## config.mk

```make
export PLATFORM = sky130hd
export DESIGN_NAME = mlsau_core
export DESIGN_NICKNAME = d
export VERILOG_FILES = /design/src/hdl/mlsau_pkg.sv /design/src/hdl/mlsau_core.sv /design/src/hdl/mlsau_mask_decode.sv
export SDC_FILE = /design/constraint.sdc
export NUM_CORES = 2
export LEC_CHECK = 0
export BUFFER_PORTS_ARGS = -buffer_cell sky130_fd_sc_hd__buf_2
export CORE_AREA = 2 2 715 717
export DETAILED_ROUTE_END_ITERATION = 16
export DIE_AREA = 0 0 717 719
export GPL_ROUTABILITY_DRIVEN = 0
export SYNTH_ARGS = -nofsm -noshare
export SYNTH_HDL_FRONTEND = slang
export SYNTH_SLANG_ARGS = --single-unit
```

## constraint.sdc

```tcl
create_clock -name i_clock -period 13.5 [get_ports i_clock]
set_input_delay 2.7 -clock i_clock [delete_from_list [all_inputs] [get_ports i_clock]]
set_output_delay 2.7 -clock i_clock [all_outputs]
set_load 0.03 [all_outputs]
```

## src/hdl/mlsau_pkg.sv

```systemverilog
/*
 package for the masked load/store alias unit: sizes, field positions, timing counts.
 assumes one core clock domain at 50 MHz.
*/
package mlsau_pkg;
    localparam int VEC_BITS        = 256;
    localparam int VEC_BYTES       = 32;
    localparam int ADDR_BITS       = 48;
    localparam int LANES32         = 8;
    localparam int STQ_DEPTH       = 4;
    localparam int STQ_IDX_BITS    = 2;
    localparam int ALIAS_LO        = 5;
    localparam int ALIAS_HI        = 11;
    localparam int PAGE_BITS       = 12;
    localparam int LINE_BITS       = 6;
    localparam int ALIAS_PENALTY   = 5;
    localparam int SPLIT_PG_CYC    = 150;
    localparam int ASSIST_CYC      = 4;
    localparam int CNT_BITS        = 8;
    localparam int EVT_BITS        = 32;

    typedef enum logic [2:0] {
        MLSAU_IDLE   = 3'b000,
        MLSAU_ASSIST = 3'b001,
        MLSAU_WAIT   = 3'b010,
        MLSAU_DELAY  = 3'b011,
        MLSAU_RETIRE = 3'b100,
        MLSAU_MISS   = 3'b101,
        MLSAU_DONE   = 3'b110
    } mlsau_state_type;
endpackage : mlsau_pkg

```

## src/hdl/mlsau_core.sv

```systemverilog
/*
 masked load/store alias unit: masked loads and stores, forwarding decisions,
 4k alias detection with penalty and event count, page-cross handling, miss fill.
 assumes the core issues one load at a time and the cache acks fills and commits.
*/
`timescale 1ns/1ps
module mlsau_core (
    input  wire logic         i_clock,
    input  wire logic         i_rst_n,
    // store side
    input  wire logic         i_st_valid,
    input  wire logic [47:0]  i_st_addr,
    input  wire logic [255:0] i_st_data,
    input  wire logic [255:0] i_st_mask,
    input  wire logic         i_st_masked,
    input  wire logic         i_st_mask_known,
    input  wire logic         i_st_elem64,
    input  wire logic         i_st_wide,
    input  wire logic         i_st_commit,
    // load side
    input  wire logic         i_ld_valid,
    input  wire logic [47:0]  i_ld_addr,
    input  wire logic [255:0] i_ld_mask,
    input  wire logic         i_ld_masked,
    input  wire logic         i_ld_elem64,
    input  wire logic         i_ld_wide,
    input  wire logic         i_ld_illegal,
    input  wire logic [31:0]  i_ld_illegal_bytes,
    input  wire logic         i_ld_retire,
    input  wire logic         i_disamb_clear,
    // level_one_data_cache side
    input  wire logic         i_cache_hit,
    input  wire logic [255:0] i_cache_data,
    input  wire logic         i_fill_done,
    output logic              o_fill_req,
    output logic [47:0]       o_fill_addr,
    output logic              o_st_write,
    output logic [47:0]       o_st_write_addr,
    output logic [255:0]      o_st_write_data,
    output logic [31:0]       o_st_write_be,
    output logic              o_st_busy,
    // answers to the core
    output logic              o_ld_done,
    output logic [255:0]      o_ld_data,
    output logic              o_ld_fault,
    output logic              o_ld_forwarded,
    output logic              o_ld_busy,
    output logic              o_alias_flag,
    output logic [31:0]       o_alias_blocked_load_event
);
    ////////////////////////////////////////////////////////////////////////////
    logic [31:0]  st_be;
    logic         st_all1;
    logic         st_all0;
    logic [31:0]  ld_be;
    logic         ld_all1;
    logic         ld_all0;

    mlsau_mask_decode u_st_dec (
        .i_mask     (i_st_mask),
        .i_elem64   (i_st_elem64),
        .i_wide     (i_st_wide),
        .o_byte_en  (st_be),
        .o_all_ones (st_all1),
        .o_all_zero (st_all0)
    );
    mlsau_mask_decode u_ld_dec (
        .i_mask     (i_ld_mask),
        .i_elem64   (i_ld_elem64),
        .i_wide     (i_ld_wide),
        .o_byte_en  (ld_be),
        .o_all_ones (ld_all1),
        .o_all_zero (ld_all0)
    );

    ////////////////////////////////////////////////////////////////////////////
    // store queue of uncommitted stores, oldest at head
    logic [47:0]  stq_addr_reg  [mlsau_pkg::STQ_DEPTH];
    logic [255:0] stq_data_reg  [mlsau_pkg::STQ_DEPTH];
    logic [31:0]  stq_be_reg    [mlsau_pkg::STQ_DEPTH];
    logic [mlsau_pkg::STQ_DEPTH-1:0] stq_vld_reg;
    logic [mlsau_pkg::STQ_DEPTH-1:0] stq_known_reg;
    logic [mlsau_pkg::STQ_DEPTH-1:0] stq_all1_reg;
    logic [mlsau_pkg::STQ_IDX_BITS-1:0] stq_head_reg;
    logic [mlsau_pkg::STQ_IDX_BITS-1:0] stq_tail_reg;
    logic [7:0]   split_cnt_reg;
    logic         st_full;

    function automatic logic [31:0] span_be(input logic [47:0] a, input logic [31:0] be);
        // rotate element bytes to the low address bits of a 32-byte window
        span_be = (be << a[4:0]) | (be >> (6'd32 - {1'b0, a[4:0]}));
    endfunction : span_be

    function automatic logic crosses(input logic [47:0] a, input int bits);
        crosses = ({1'b0, a[mlsau_pkg::PAGE_BITS-1:0]} & ((13'h1 << bits) - 13'h1))
                  > ((13'h1 << bits) - 13'd32);
    endfunction : crosses

    assign st_full = &stq_vld_reg;

    always_ff @(posedge i_clock) begin
        if (!i_rst_n) begin
            stq_vld_reg   <= '0;
            stq_known_reg <= '0;
            stq_all1_reg  <= '0;
            stq_head_reg  <= '0;
            stq_tail_reg  <= '0;
        end else begin
            if (i_st_valid && !st_full) begin
                stq_vld_reg[stq_tail_reg]   <= 1'b1;
                stq_known_reg[stq_tail_reg] <= !i_st_masked || i_st_mask_known;
                stq_all1_reg[stq_tail_reg]  <= !i_st_masked || st_all1;
                stq_tail_reg <= stq_tail_reg + 2'h1;
            end
            // a mask arriving late resolves the youngest store's byte enables
            // only an unresolved entry takes the late mask; a resolved one keeps its own
            if (i_st_mask_known && !i_st_valid && stq_vld_reg[stq_tail_reg - 2'h1]
                && !stq_known_reg[stq_tail_reg - 2'h1]) begin
                stq_known_reg[stq_tail_reg - 2'h1] <= 1'b1;
                stq_all1_reg[stq_tail_reg - 2'h1]  <= st_all1;
            end
            if (o_st_write && split_cnt_reg == '0) begin
                stq_vld_reg[stq_head_reg] <= 1'b0;
                stq_head_reg <= stq_head_reg + 2'h1;
            end
        end
    end

    always_ff @(posedge i_clock) begin
        if (i_st_valid && !st_full) begin
            stq_addr_reg[stq_tail_reg] <= i_st_addr;
            stq_data_reg[stq_tail_reg] <= i_st_data;
            stq_be_reg[stq_tail_reg]   <= i_st_masked ? st_be : 32'hFFFFFFFF;
        end else if (i_st_mask_known && stq_vld_reg[stq_tail_reg - 2'h1]
                     && !stq_known_reg[stq_tail_reg - 2'h1]) begin
            stq_be_reg[stq_tail_reg - 2'h1] <= st_be;
        end
    end

    // cache write of head store; split page-crossing stores pay a long stall unless o_st_busy is set
    always_ff @(posedge i_clock) begin
        if (!i_rst_n) begin
            o_st_write      <= 1'b0;
            o_st_write_addr <= '0;
            o_st_write_data <= '0;
            o_st_write_be   <= '0;
            split_cnt_reg   <= '0;
            o_st_busy       <= 1'b0;
        end else begin
            o_st_write <= 1'b0;
            o_st_busy  <= st_full;
            if (split_cnt_reg != '0) begin
                split_cnt_reg <= split_cnt_reg - 8'h1;
            end else if (i_st_commit && stq_vld_reg[stq_head_reg] && !o_st_write
                         && stq_known_reg[stq_head_reg]) begin
                if (crosses(stq_addr_reg[stq_head_reg], mlsau_pkg::PAGE_BITS)
                    && !o_st_busy) begin
                    split_cnt_reg <= 8'(mlsau_pkg::SPLIT_PG_CYC - 1);
                    o_st_busy     <= 1'b1;
                end
                o_st_write      <= 1'b1;
                o_st_write_addr <= stq_addr_reg[stq_head_reg];
                o_st_write_data <= stq_data_reg[stq_head_reg];
                o_st_write_be   <= stq_be_reg[stq_head_reg];
            end
        end
    end

    ////////////////////////////////////////////////////////////////////////////
    // dependency and alias scan against every uncommitted store
    logic [31:0] ld_span;
    logic        dep_wait;
    logic        dep_fwd;
    logic [255:0] fwd_data;
    logic        alias_hit;

    assign ld_span = span_be(i_ld_addr, i_ld_masked ? ld_be : 32'hFFFFFFFF);

    always_comb begin
        dep_wait  = 1'b0;
        dep_fwd   = 1'b0;
        fwd_data  = '0;
        alias_hit = 1'b0;
        for (int i = 0; i < mlsau_pkg::STQ_DEPTH; i++) begin
            if (stq_vld_reg[i]) begin
                if (!stq_known_reg[i] && !i_disamb_clear) begin
                    dep_wait = 1'b1;
                end else if ((span_be(stq_addr_reg[i], stq_be_reg[i]) & ld_span) != '0) begin
                    if (stq_addr_reg[i][47:5] == i_ld_addr[47:5]) begin
                        if (stq_all1_reg[i] && stq_addr_reg[i] == i_ld_addr) begin
                            dep_fwd  = 1'b1;
                            fwd_data = stq_data_reg[i];
                        end else begin
                            dep_wait = 1'b1;
                        end
                    end else if (stq_addr_reg[i][mlsau_pkg::ALIAS_HI:mlsau_pkg::ALIAS_LO]
                                 == i_ld_addr[mlsau_pkg::ALIAS_HI:mlsau_pkg::ALIAS_LO]) begin
                        alias_hit = 1'b1;
                    end
                end
                // all-zero mask stores carry no enabled bytes, so never match
            end
        end
    end

    ////////////////////////////////////////////////////////////////////////////
    mlsau_pkg::mlsau_state_type state_reg;
    logic [7:0]   cnt_reg;
    logic [47:0]  ld_addr_reg;
    logic [31:0]  ld_be_reg;
    logic         ld_split_reg;
    logic         ld_illegal_reg;
    logic         ld_fault_pend_reg;

    always_ff @(posedge i_clock) begin
        if (!i_rst_n) begin
            state_reg         <= mlsau_pkg::MLSAU_IDLE;
            cnt_reg           <= '0;
            ld_addr_reg       <= '0;
            ld_be_reg         <= '0;
            ld_split_reg      <= 1'b0;
            ld_illegal_reg    <= 1'b0;
            ld_fault_pend_reg <= 1'b0;
            o_ld_done         <= 1'b0;
            o_ld_data         <= '0;
            o_ld_fault        <= 1'b0;
            o_ld_forwarded    <= 1'b0;
            o_ld_busy         <= 1'b0;
            o_alias_flag      <= 1'b0;
            o_fill_req        <= 1'b0;
            o_fill_addr       <= '0;
            o_alias_blocked_load_event <= '0;
        end else begin
            o_ld_done    <= 1'b0;
            o_alias_flag <= 1'b0;
            o_fill_req   <= 1'b0;
            case (state_reg)
                mlsau_pkg::MLSAU_IDLE: begin
                    o_ld_fault     <= 1'b0;
                    o_ld_forwarded <= 1'b0;
                    if (i_ld_valid) begin
                        o_ld_busy         <= 1'b1;
                        ld_addr_reg       <= i_ld_addr;
                        ld_be_reg         <= i_ld_masked ? ld_be : 32'hFFFFFFFF;
                        ld_split_reg      <= crosses(i_ld_addr, mlsau_pkg::LINE_BITS);
                        ld_illegal_reg    <= i_ld_illegal;
                        // fault only where an enabled byte hits the illegal part
                        ld_fault_pend_reg <= i_ld_illegal &&
                            ((i_ld_illegal_bytes & (i_ld_masked ? ld_be : 32'hFFFFFFFF)) != '0);
                        if (i_ld_illegal && i_ld_masked) begin
                            cnt_reg   <= 8'(mlsau_pkg::ASSIST_CYC - 1);
                            state_reg <= mlsau_pkg::MLSAU_ASSIST;
                        end else if (crosses(i_ld_addr, mlsau_pkg::PAGE_BITS)) begin
                            state_reg <= mlsau_pkg::MLSAU_RETIRE;
                        end else begin
                            state_reg <= mlsau_pkg::MLSAU_WAIT;
                        end
                    end
                end
                mlsau_pkg::MLSAU_ASSIST: begin
                    // assist runs even for all-zero masks
                    if (cnt_reg == '0) begin
                        state_reg <= mlsau_pkg::MLSAU_DONE;
                    end else begin
                        cnt_reg <= cnt_reg - 8'h1;
                    end
                end
                mlsau_pkg::MLSAU_RETIRE: begin
                    if (i_ld_retire) begin
                        state_reg <= mlsau_pkg::MLSAU_WAIT;
                    end
                end
                mlsau_pkg::MLSAU_WAIT: begin
                    if (ld_illegal_reg) begin
                        state_reg <= mlsau_pkg::MLSAU_DONE;
                    end else if (alias_hit) begin
                        o_alias_flag <= 1'b1;
                        o_alias_blocked_load_event <= o_alias_blocked_load_event + 32'h1;
                        if (ld_split_reg) begin
                            cnt_reg <= '0; // stay until store commits
                        end else begin
                            cnt_reg   <= 8'(mlsau_pkg::ALIAS_PENALTY - 1);
                            state_reg <= mlsau_pkg::MLSAU_DELAY;
                        end
                    end else if (dep_fwd && !dep_wait) begin
                        for (int b = 0; b < mlsau_pkg::VEC_BYTES; b++) begin
                            o_ld_data[b*8 +: 8] <= ld_be_reg[b] ? fwd_data[b*8 +: 8]
                                                               : 8'h00;
                        end
                        o_ld_forwarded <= 1'b1;
                        o_ld_done      <= 1'b1;
                        o_ld_busy      <= 1'b0;
                        state_reg      <= mlsau_pkg::MLSAU_IDLE;
                    end else if (!dep_wait) begin
                        state_reg <= mlsau_pkg::MLSAU_MISS;
                    end
                end
                mlsau_pkg::MLSAU_DELAY: begin
                    if (cnt_reg == '0) begin
                        state_reg <= mlsau_pkg::MLSAU_MISS;
                    end else begin
                        cnt_reg <= cnt_reg - 8'h1;
                    end
                end
                mlsau_pkg::MLSAU_MISS: begin
                    if (i_cache_hit || i_fill_done) begin
                        for (int b = 0; b < mlsau_pkg::VEC_BYTES; b++) begin
                            o_ld_data[b*8 +: 8] <= ld_be_reg[b] ? i_cache_data[b*8 +: 8]
                                                               : 8'h00;
                        end
                        o_ld_done <= 1'b1;
                        o_ld_busy <= 1'b0;
                        state_reg <= mlsau_pkg::MLSAU_IDLE;
                    end else begin
                        o_fill_req  <= 1'b1;
                        o_fill_addr <= {ld_addr_reg[47:mlsau_pkg::LINE_BITS],
                                        {mlsau_pkg::LINE_BITS{1'b0}}};
                    end
                end
                mlsau_pkg::MLSAU_DONE: begin
                    o_ld_fault <= ld_fault_pend_reg;
                    o_ld_data  <= '0;
                    o_ld_done  <= 1'b1;
                    o_ld_busy  <= 1'b0;
                    state_reg  <= mlsau_pkg::MLSAU_IDLE;
                end
                default: begin
                    state_reg <= mlsau_pkg::MLSAU_IDLE;
                end
            endcase
        end
    end

    ////////////////////////////////////////////////////////////////////////////
    chk_zero_mask_fault: assert property (@(posedge i_clock) disable iff (!i_rst_n)
        (state_reg == mlsau_pkg::MLSAU_DONE && !ld_fault_pend_reg) |=> !o_ld_fault)
        else $error("fault raised without an enabled illegal byte");
    chk_alias_penalty: assert property (@(posedge i_clock) disable iff (!i_rst_n)
        (state_reg == mlsau_pkg::MLSAU_WAIT && alias_hit && !ld_split_reg && !ld_illegal_reg)
        |=> (state_reg == mlsau_pkg::MLSAU_DELAY) [*5] ##1 state_reg == mlsau_pkg::MLSAU_MISS)
        else $error("alias penalty not five cycles");
    chk_alias_count: assert property (@(posedge i_clock) disable iff (!i_rst_n)
        o_alias_flag |-> o_alias_blocked_load_event == $past(o_alias_blocked_load_event) + 32'h1)
        else $error("alias event not counted");
    chk_unknown_blocks: assert property (@(posedge i_clock) disable iff (!i_rst_n)
        (state_reg == mlsau_pkg::MLSAU_WAIT && (stq_vld_reg & ~stq_known_reg) != '0
         && !i_disamb_clear && !ld_illegal_reg) |=> !o_ld_done)
        else $error("load passed an unresolved masked store");
    chk_retire_wait: assert property (@(posedge i_clock) disable iff (!i_rst_n)
        (state_reg == mlsau_pkg::MLSAU_RETIRE && !i_ld_retire) |=> state_reg == mlsau_pkg::MLSAU_RETIRE)
        else $error("page-crossing load ran before retirement");
    chk_split_store: assert property (@(posedge i_clock) disable iff (!i_rst_n)
        $rose(split_cnt_reg != '0) |-> split_cnt_reg == 8'(mlsau_pkg::SPLIT_PG_CYC - 1))
        else $error("split page store stall wrong length");
    chk_fill_on_miss: assert property (@(posedge i_clock) disable iff (!i_rst_n)
        (state_reg == mlsau_pkg::MLSAU_MISS && !i_cache_hit && !i_fill_done) |=> o_fill_req)
        else $error("miss without fill request");
    chk_assist_len: assert property (@(posedge i_clock) disable iff (!i_rst_n)
        $rose(state_reg == mlsau_pkg::MLSAU_ASSIST) |-> ##[3:4] state_reg == mlsau_pkg::MLSAU_DONE)
        else $error("assist length wrong");
endmodule : mlsau_core

```

## src/hdl/mlsau_mask_decode.sv

```systemverilog
/*
 mask decode for a conditional_vector_move: per-byte enables from element sign bits.
 assumes mask arrives in the same clock domain; purely combinational.
*/
`timescale 1ns/1ps
module mlsau_mask_decode (
    input  wire logic [255:0] i_mask,
    input  wire logic         i_elem64,
    input  wire logic         i_wide,
    output logic      [31:0]  o_byte_en,
    output logic              o_all_ones,
    output logic              o_all_zero
);
    logic [7:0] lane_en;

    // element enable is each element's top bit
    genvar g;
    generate
        for (g = 0; g < mlsau_pkg::LANES32; g = g + 1) begin : g_lane
            assign lane_en[g] = ((g >= 4) && !i_wide) ? 1'b0 :
                                i_elem64 ? i_mask[(g / 2) * 64 + 63] : i_mask[g * 32 + 31];
            assign o_byte_en[g * 4 +: 4] = {4{lane_en[g]}};
        end
    endgenerate

    assign o_all_ones = i_wide ? (&lane_en) : (&lane_en[3:0]);
    assign o_all_zero = ~|lane_en;
endmodule : mlsau_mask_decode

```

==> flow_metrics.py <==
metrics = {
    "synth": {
        "syn-cell-area_mm2": 0.0977,
        "yosysSeqAreaShare_pct": 53.5,
        "dominantRegCellSynth": "edfxtp_1",
        "synth_xor_area_share_pct": 2.18,
        "synth-simple-area-share_pct": 11.0,
        "synth.distinct_cells": 105,
        "synthAdderAreaFrac_pct": 0.230,
        "yosys_warnings": 0,
        "synth_compound_area_share_pct": 18.5,
        "synthCells": 8789,
        "synth_edf_count": 1248,
        "syn_avg_cell_area_um2": 11.1,
        "synthArstFlopShare_pct": 0,
        "synth-seq-cells": 1988,
        "synth_mux_area_share_pct": 10.8,
        "synth_top_family_by_area": "compound AO/OA/AOI/OAI gates",
    },
    "cts": {
        "numCtsBuffers": 229,
        "clock-sinks": 1988,
        "cts_tree": "done",
        "clk_latency_ns": 0.95,
        "ctsHoldBuffers": 0,
        "clockBufferDepth": 4,
        "postCtsSetupRepairBufs": 0,
        "clk_pin_slew_ns": 0.06,
        "cts_root_buf": "clkbuf_16",
        "cts_resized": 0,
        "htreeDepth": 4,
    },
    "routing": {
        "drt_iter0_markers": 10700,
        "avgRoutedWirePerCell_um": 31.4,
        "drcViolationCount": 0,
        "avgViaCountPerCell": 4.98,
        "via_count": 83700,
        "drtPass1Iterations": 9,
        "routed_wirelength_um": 527000,
        "ant_nets": 0,
    },
    "global_routing": {
        "grt_pass1_vias": 78800,
        "antenna_found_initial": 254,
        "use_met3_pct": 9.81,
        "grt.busiest_layer": "met2",
        "grt_max_degree": 156,
        "grt.total_usage_pct": 19.4,
        "grt_pass1_wl_um": 695000,
        "grt_use_met2_pct": 28.8,
        "grt_overflow_total": 0,
        "grt_util_met1_pct": 22.1,
    },
    "run": {
        "cap_violations": 0,
    },
    "setup_path": {
        "reg2reg_to": "o_ld_data[40]",
        "cp-end-kind": "register",
        "r2r_setup_slack_ns": 5.57,
        "crit_required_ns": 14.36,
        "critPathKind": "input port to register",
        "timing.rr.start": "stq_addr_reg[0][0]",
        "cp-start-kind": "input port",
        "cp_max_fo": 47,
        "critPathArrivalTime_ns": 10.56,
        "r2r_cells": 18,
    },
    "floorplan": {
        "start_util_pct": 19.2,
        "die_w_um": 717,
        "num_rows": 262,
        "fp.dieH_um": 719,
        "die_area_mm2": 0.516,
        "coreArea_mm2": 0.508,
        "io-pin-count": 1849,
    },
    "final_layout": {
        "largest_reg_flops": 1024,
        "final_nets": 10900,
        "final_cell_mix": "buf_2 (1,345), nand2_1 (1,287), edfxtp_1 (1,248)",
        "final_common_cell": "buf_2",
        "drive_above_1_share_pct": 24.5,
        "nFillCells": 54200,
        "area_growth_syn_to_layout_pct": 22.4,
        "postLayoutCellArea_mm2": 0.120,
    },
    "worst_hold_path": {
        "hold_start": "o_ld_data[115]",
        "hold_path_class": "register to register",
        "holdPathEnd": "o_ld_data[115]",
        "whs_path_depth": 2,
    },
    "power": {
        "ir_worst_vdd_v": 0.000123,
        "pwr-share-clk_pct": 41.7,
        "power_density_mw_per_mm2": 131,
        "p_seq_share_pct": 44.2,
        "internal-power_mw": 11.1,
        "power_switching_mw": 4.53,
        "switching_share_pct": 28.9,
        "p_leak_nw": 42.1,
        "combPwrFrac_pct": 14.1,
    },
    "timing": {
        "fin_crit_sh_pct": 71.8,
        "rsz0062_at_grt": "no",
        "finalSetupTns_ns": 0,
        "worst_slew_pin_slew_ns": 1.34,
        "relSlewSlack_pct": 10.5,
        "holdWs_ns": 0.445,
        "finalClockSkew_ns": 0.0979,
        "fmax_mhz": 103,
        "period_minus_slack_ns": 9.70,
        "hold_violations": 0,
        "slew_violations": 0,
        "setup_viol": 0,
    },
    "outcome": {
        "status": "finished clean",
    },
    "place": {
        "dp_hpwl_um": 388000,
        "place_area_mm2": 0.112,
        "numPortBuffers": 1346,
    },
}
-- kinds of logic after synthesis --
group	after synthesis
AO/OA/AOI/OAI	2653
AND/OR/NAND/NOR	2344
flip-flops	1988
buffers and inverters	926
multiplexers	617
XOR/XNOR	242
adder cells (fa/ha/maj)	18
other	1
-- power groups by stage --
stage	sequential, mW	clock, mW	combinational, mW
floorplan	7.09	0	1.21
global placement	7.04	0	2.17
detailed placement	7.05	0	2.18
CTS	6.92	6.65	2.18
global route	6.95	6.88	2.33
finish	6.93	6.53	2.22
-- worst max-delay path, cell delays in order --
cell and delay [ns]:
buf_2 0.08, buf_4 0.41, inv_1 0.23, ha_1 0.76, and2_1 0.58, xnor2_1 0.27, o221ai_1 0.34, a211o_1 0.43
nor4_2 0.70, o2111ai_1 0.20, or4b_1 0.55, nor4b_4 0.27, buf_4 0.40, a2bb2oi_2 0.33, o211ai_2 0.21, o31ai_4 0.20
buf_4 0.34, buf_4 0.54, buf_4 0.54, o211ai_1 0.19, o21ai_0 0.14
-- per-stage QoR --
step / cells / power (mW) / worst slack [ns] / util (%)
6_report: 16800 / 15.7 / 3.80 / 23.6
5_1_grt: 16700 / 16.2 / 3.61 / 23.5
4_1_cts: 16700 / 15.8 / 4.09 / 23.5
3_5_place_dp: 16200 / 9.22 / 3.09 / 22.0
3_3_place_gp: 16200 / 9.20 / 3.16 / 22.0
2_1_floorplan: 8794 / 8.30 / 1.38 / -
-- Yosys cell counts (all sizes together), types with 23 or more instances --
| master | n | area share, % |
|---|---|---|
| nand2 | 1289 | 5.0 |
| edfxtp | 1248 | 38 |
| dfxtp | 740 | 15 |
| clkbuf | 644 | 2.5 |
| a21oi | 604 | 3.1 |
| o21ai | 415 | 2.1 |
| mux4 | 343 | 7.9 |
| o211ai | 277 | 2.1 |
| a22oi | 276 | 2.1 |
| nor2 | 273 | 1.0 |
| a22o | 269 | 2.4 |
| nor2b | 255 | 1.6 |
| a21o | 242 | 1.9 |
| mux2i | 212 | 2.2 |
| buf | 176 | 0.92 |
| xnor2 | 151 | 1.4 |
| a211oi | 105 | 0.81 |
| inv | 102 | 0.39 |
| nor3 | 100 | 0.53 |
| nand3 | 91 | 0.47 |
| xor2 | 91 | 0.82 |
| o22ai | 66 | 0.43 |
| mux2 | 62 | 0.71 |
| nor4 | 56 | 0.37 |
| nand4 | 55 | 0.35 |
| and3 | 44 | 0.28 |
| nand2b | 43 | 0.28 |
| a31oi | 36 | 0.23 |
| and2 | 29 | 0.19 |
| o221ai | 29 | 0.26 |
| a221oi | 26 | 0.23 |
| o31ai | 24 | 0.20 |
| or3 | 24 | 0.15 |
| a2111oi | 23 | 0.21 |
-- how the worst max path moves through the flow --
| stage | startpoint | endpoint | slack, ns | depth (start not counted) |
|---|---|---|---|---|
| final | i_ld_addr[1] | o_ld_data[40] | 3.80 | 21 |
| after detailed placement | i_ld_addr[1] | o_ld_data[38] | 3.09 | 21 |
| after CTS | i_ld_addr[1] | o_ld_data[38] | 4.09 | 21 |
| after global placement | i_ld_addr[1] | o_ld_data[40] | 3.16 | 21 |
| after global routing | i_ld_addr[1] | o_ld_data[38] | 3.61 | 21 |
| after floorplan | i_st_valid | stq_known_reg[0] | 1.38 | 4 |
-- area by class of cell --
cell class	count	area [um2]	area share [%]
Sequential cell	1988	52300	43.7
Clock buffer	300	6340	5.30
Tap cell	6732	8420	7.04
Timing Repair Buffer	1532	8340	6.97
Antenna cell	116	290	0.243
Multi-Input combinational cell	5880	42100	35.2
Inverter	106	405	0.339
Clock inverter	131	1430	1.19
-- routing by layer --
layer,routed length (um),vias up
met4,41200,120
met1,187000,41500
li1,-,35300
met2,221000,5308
met5,803,-
met3,76300,1345
(Power assumes the default switching activity.)
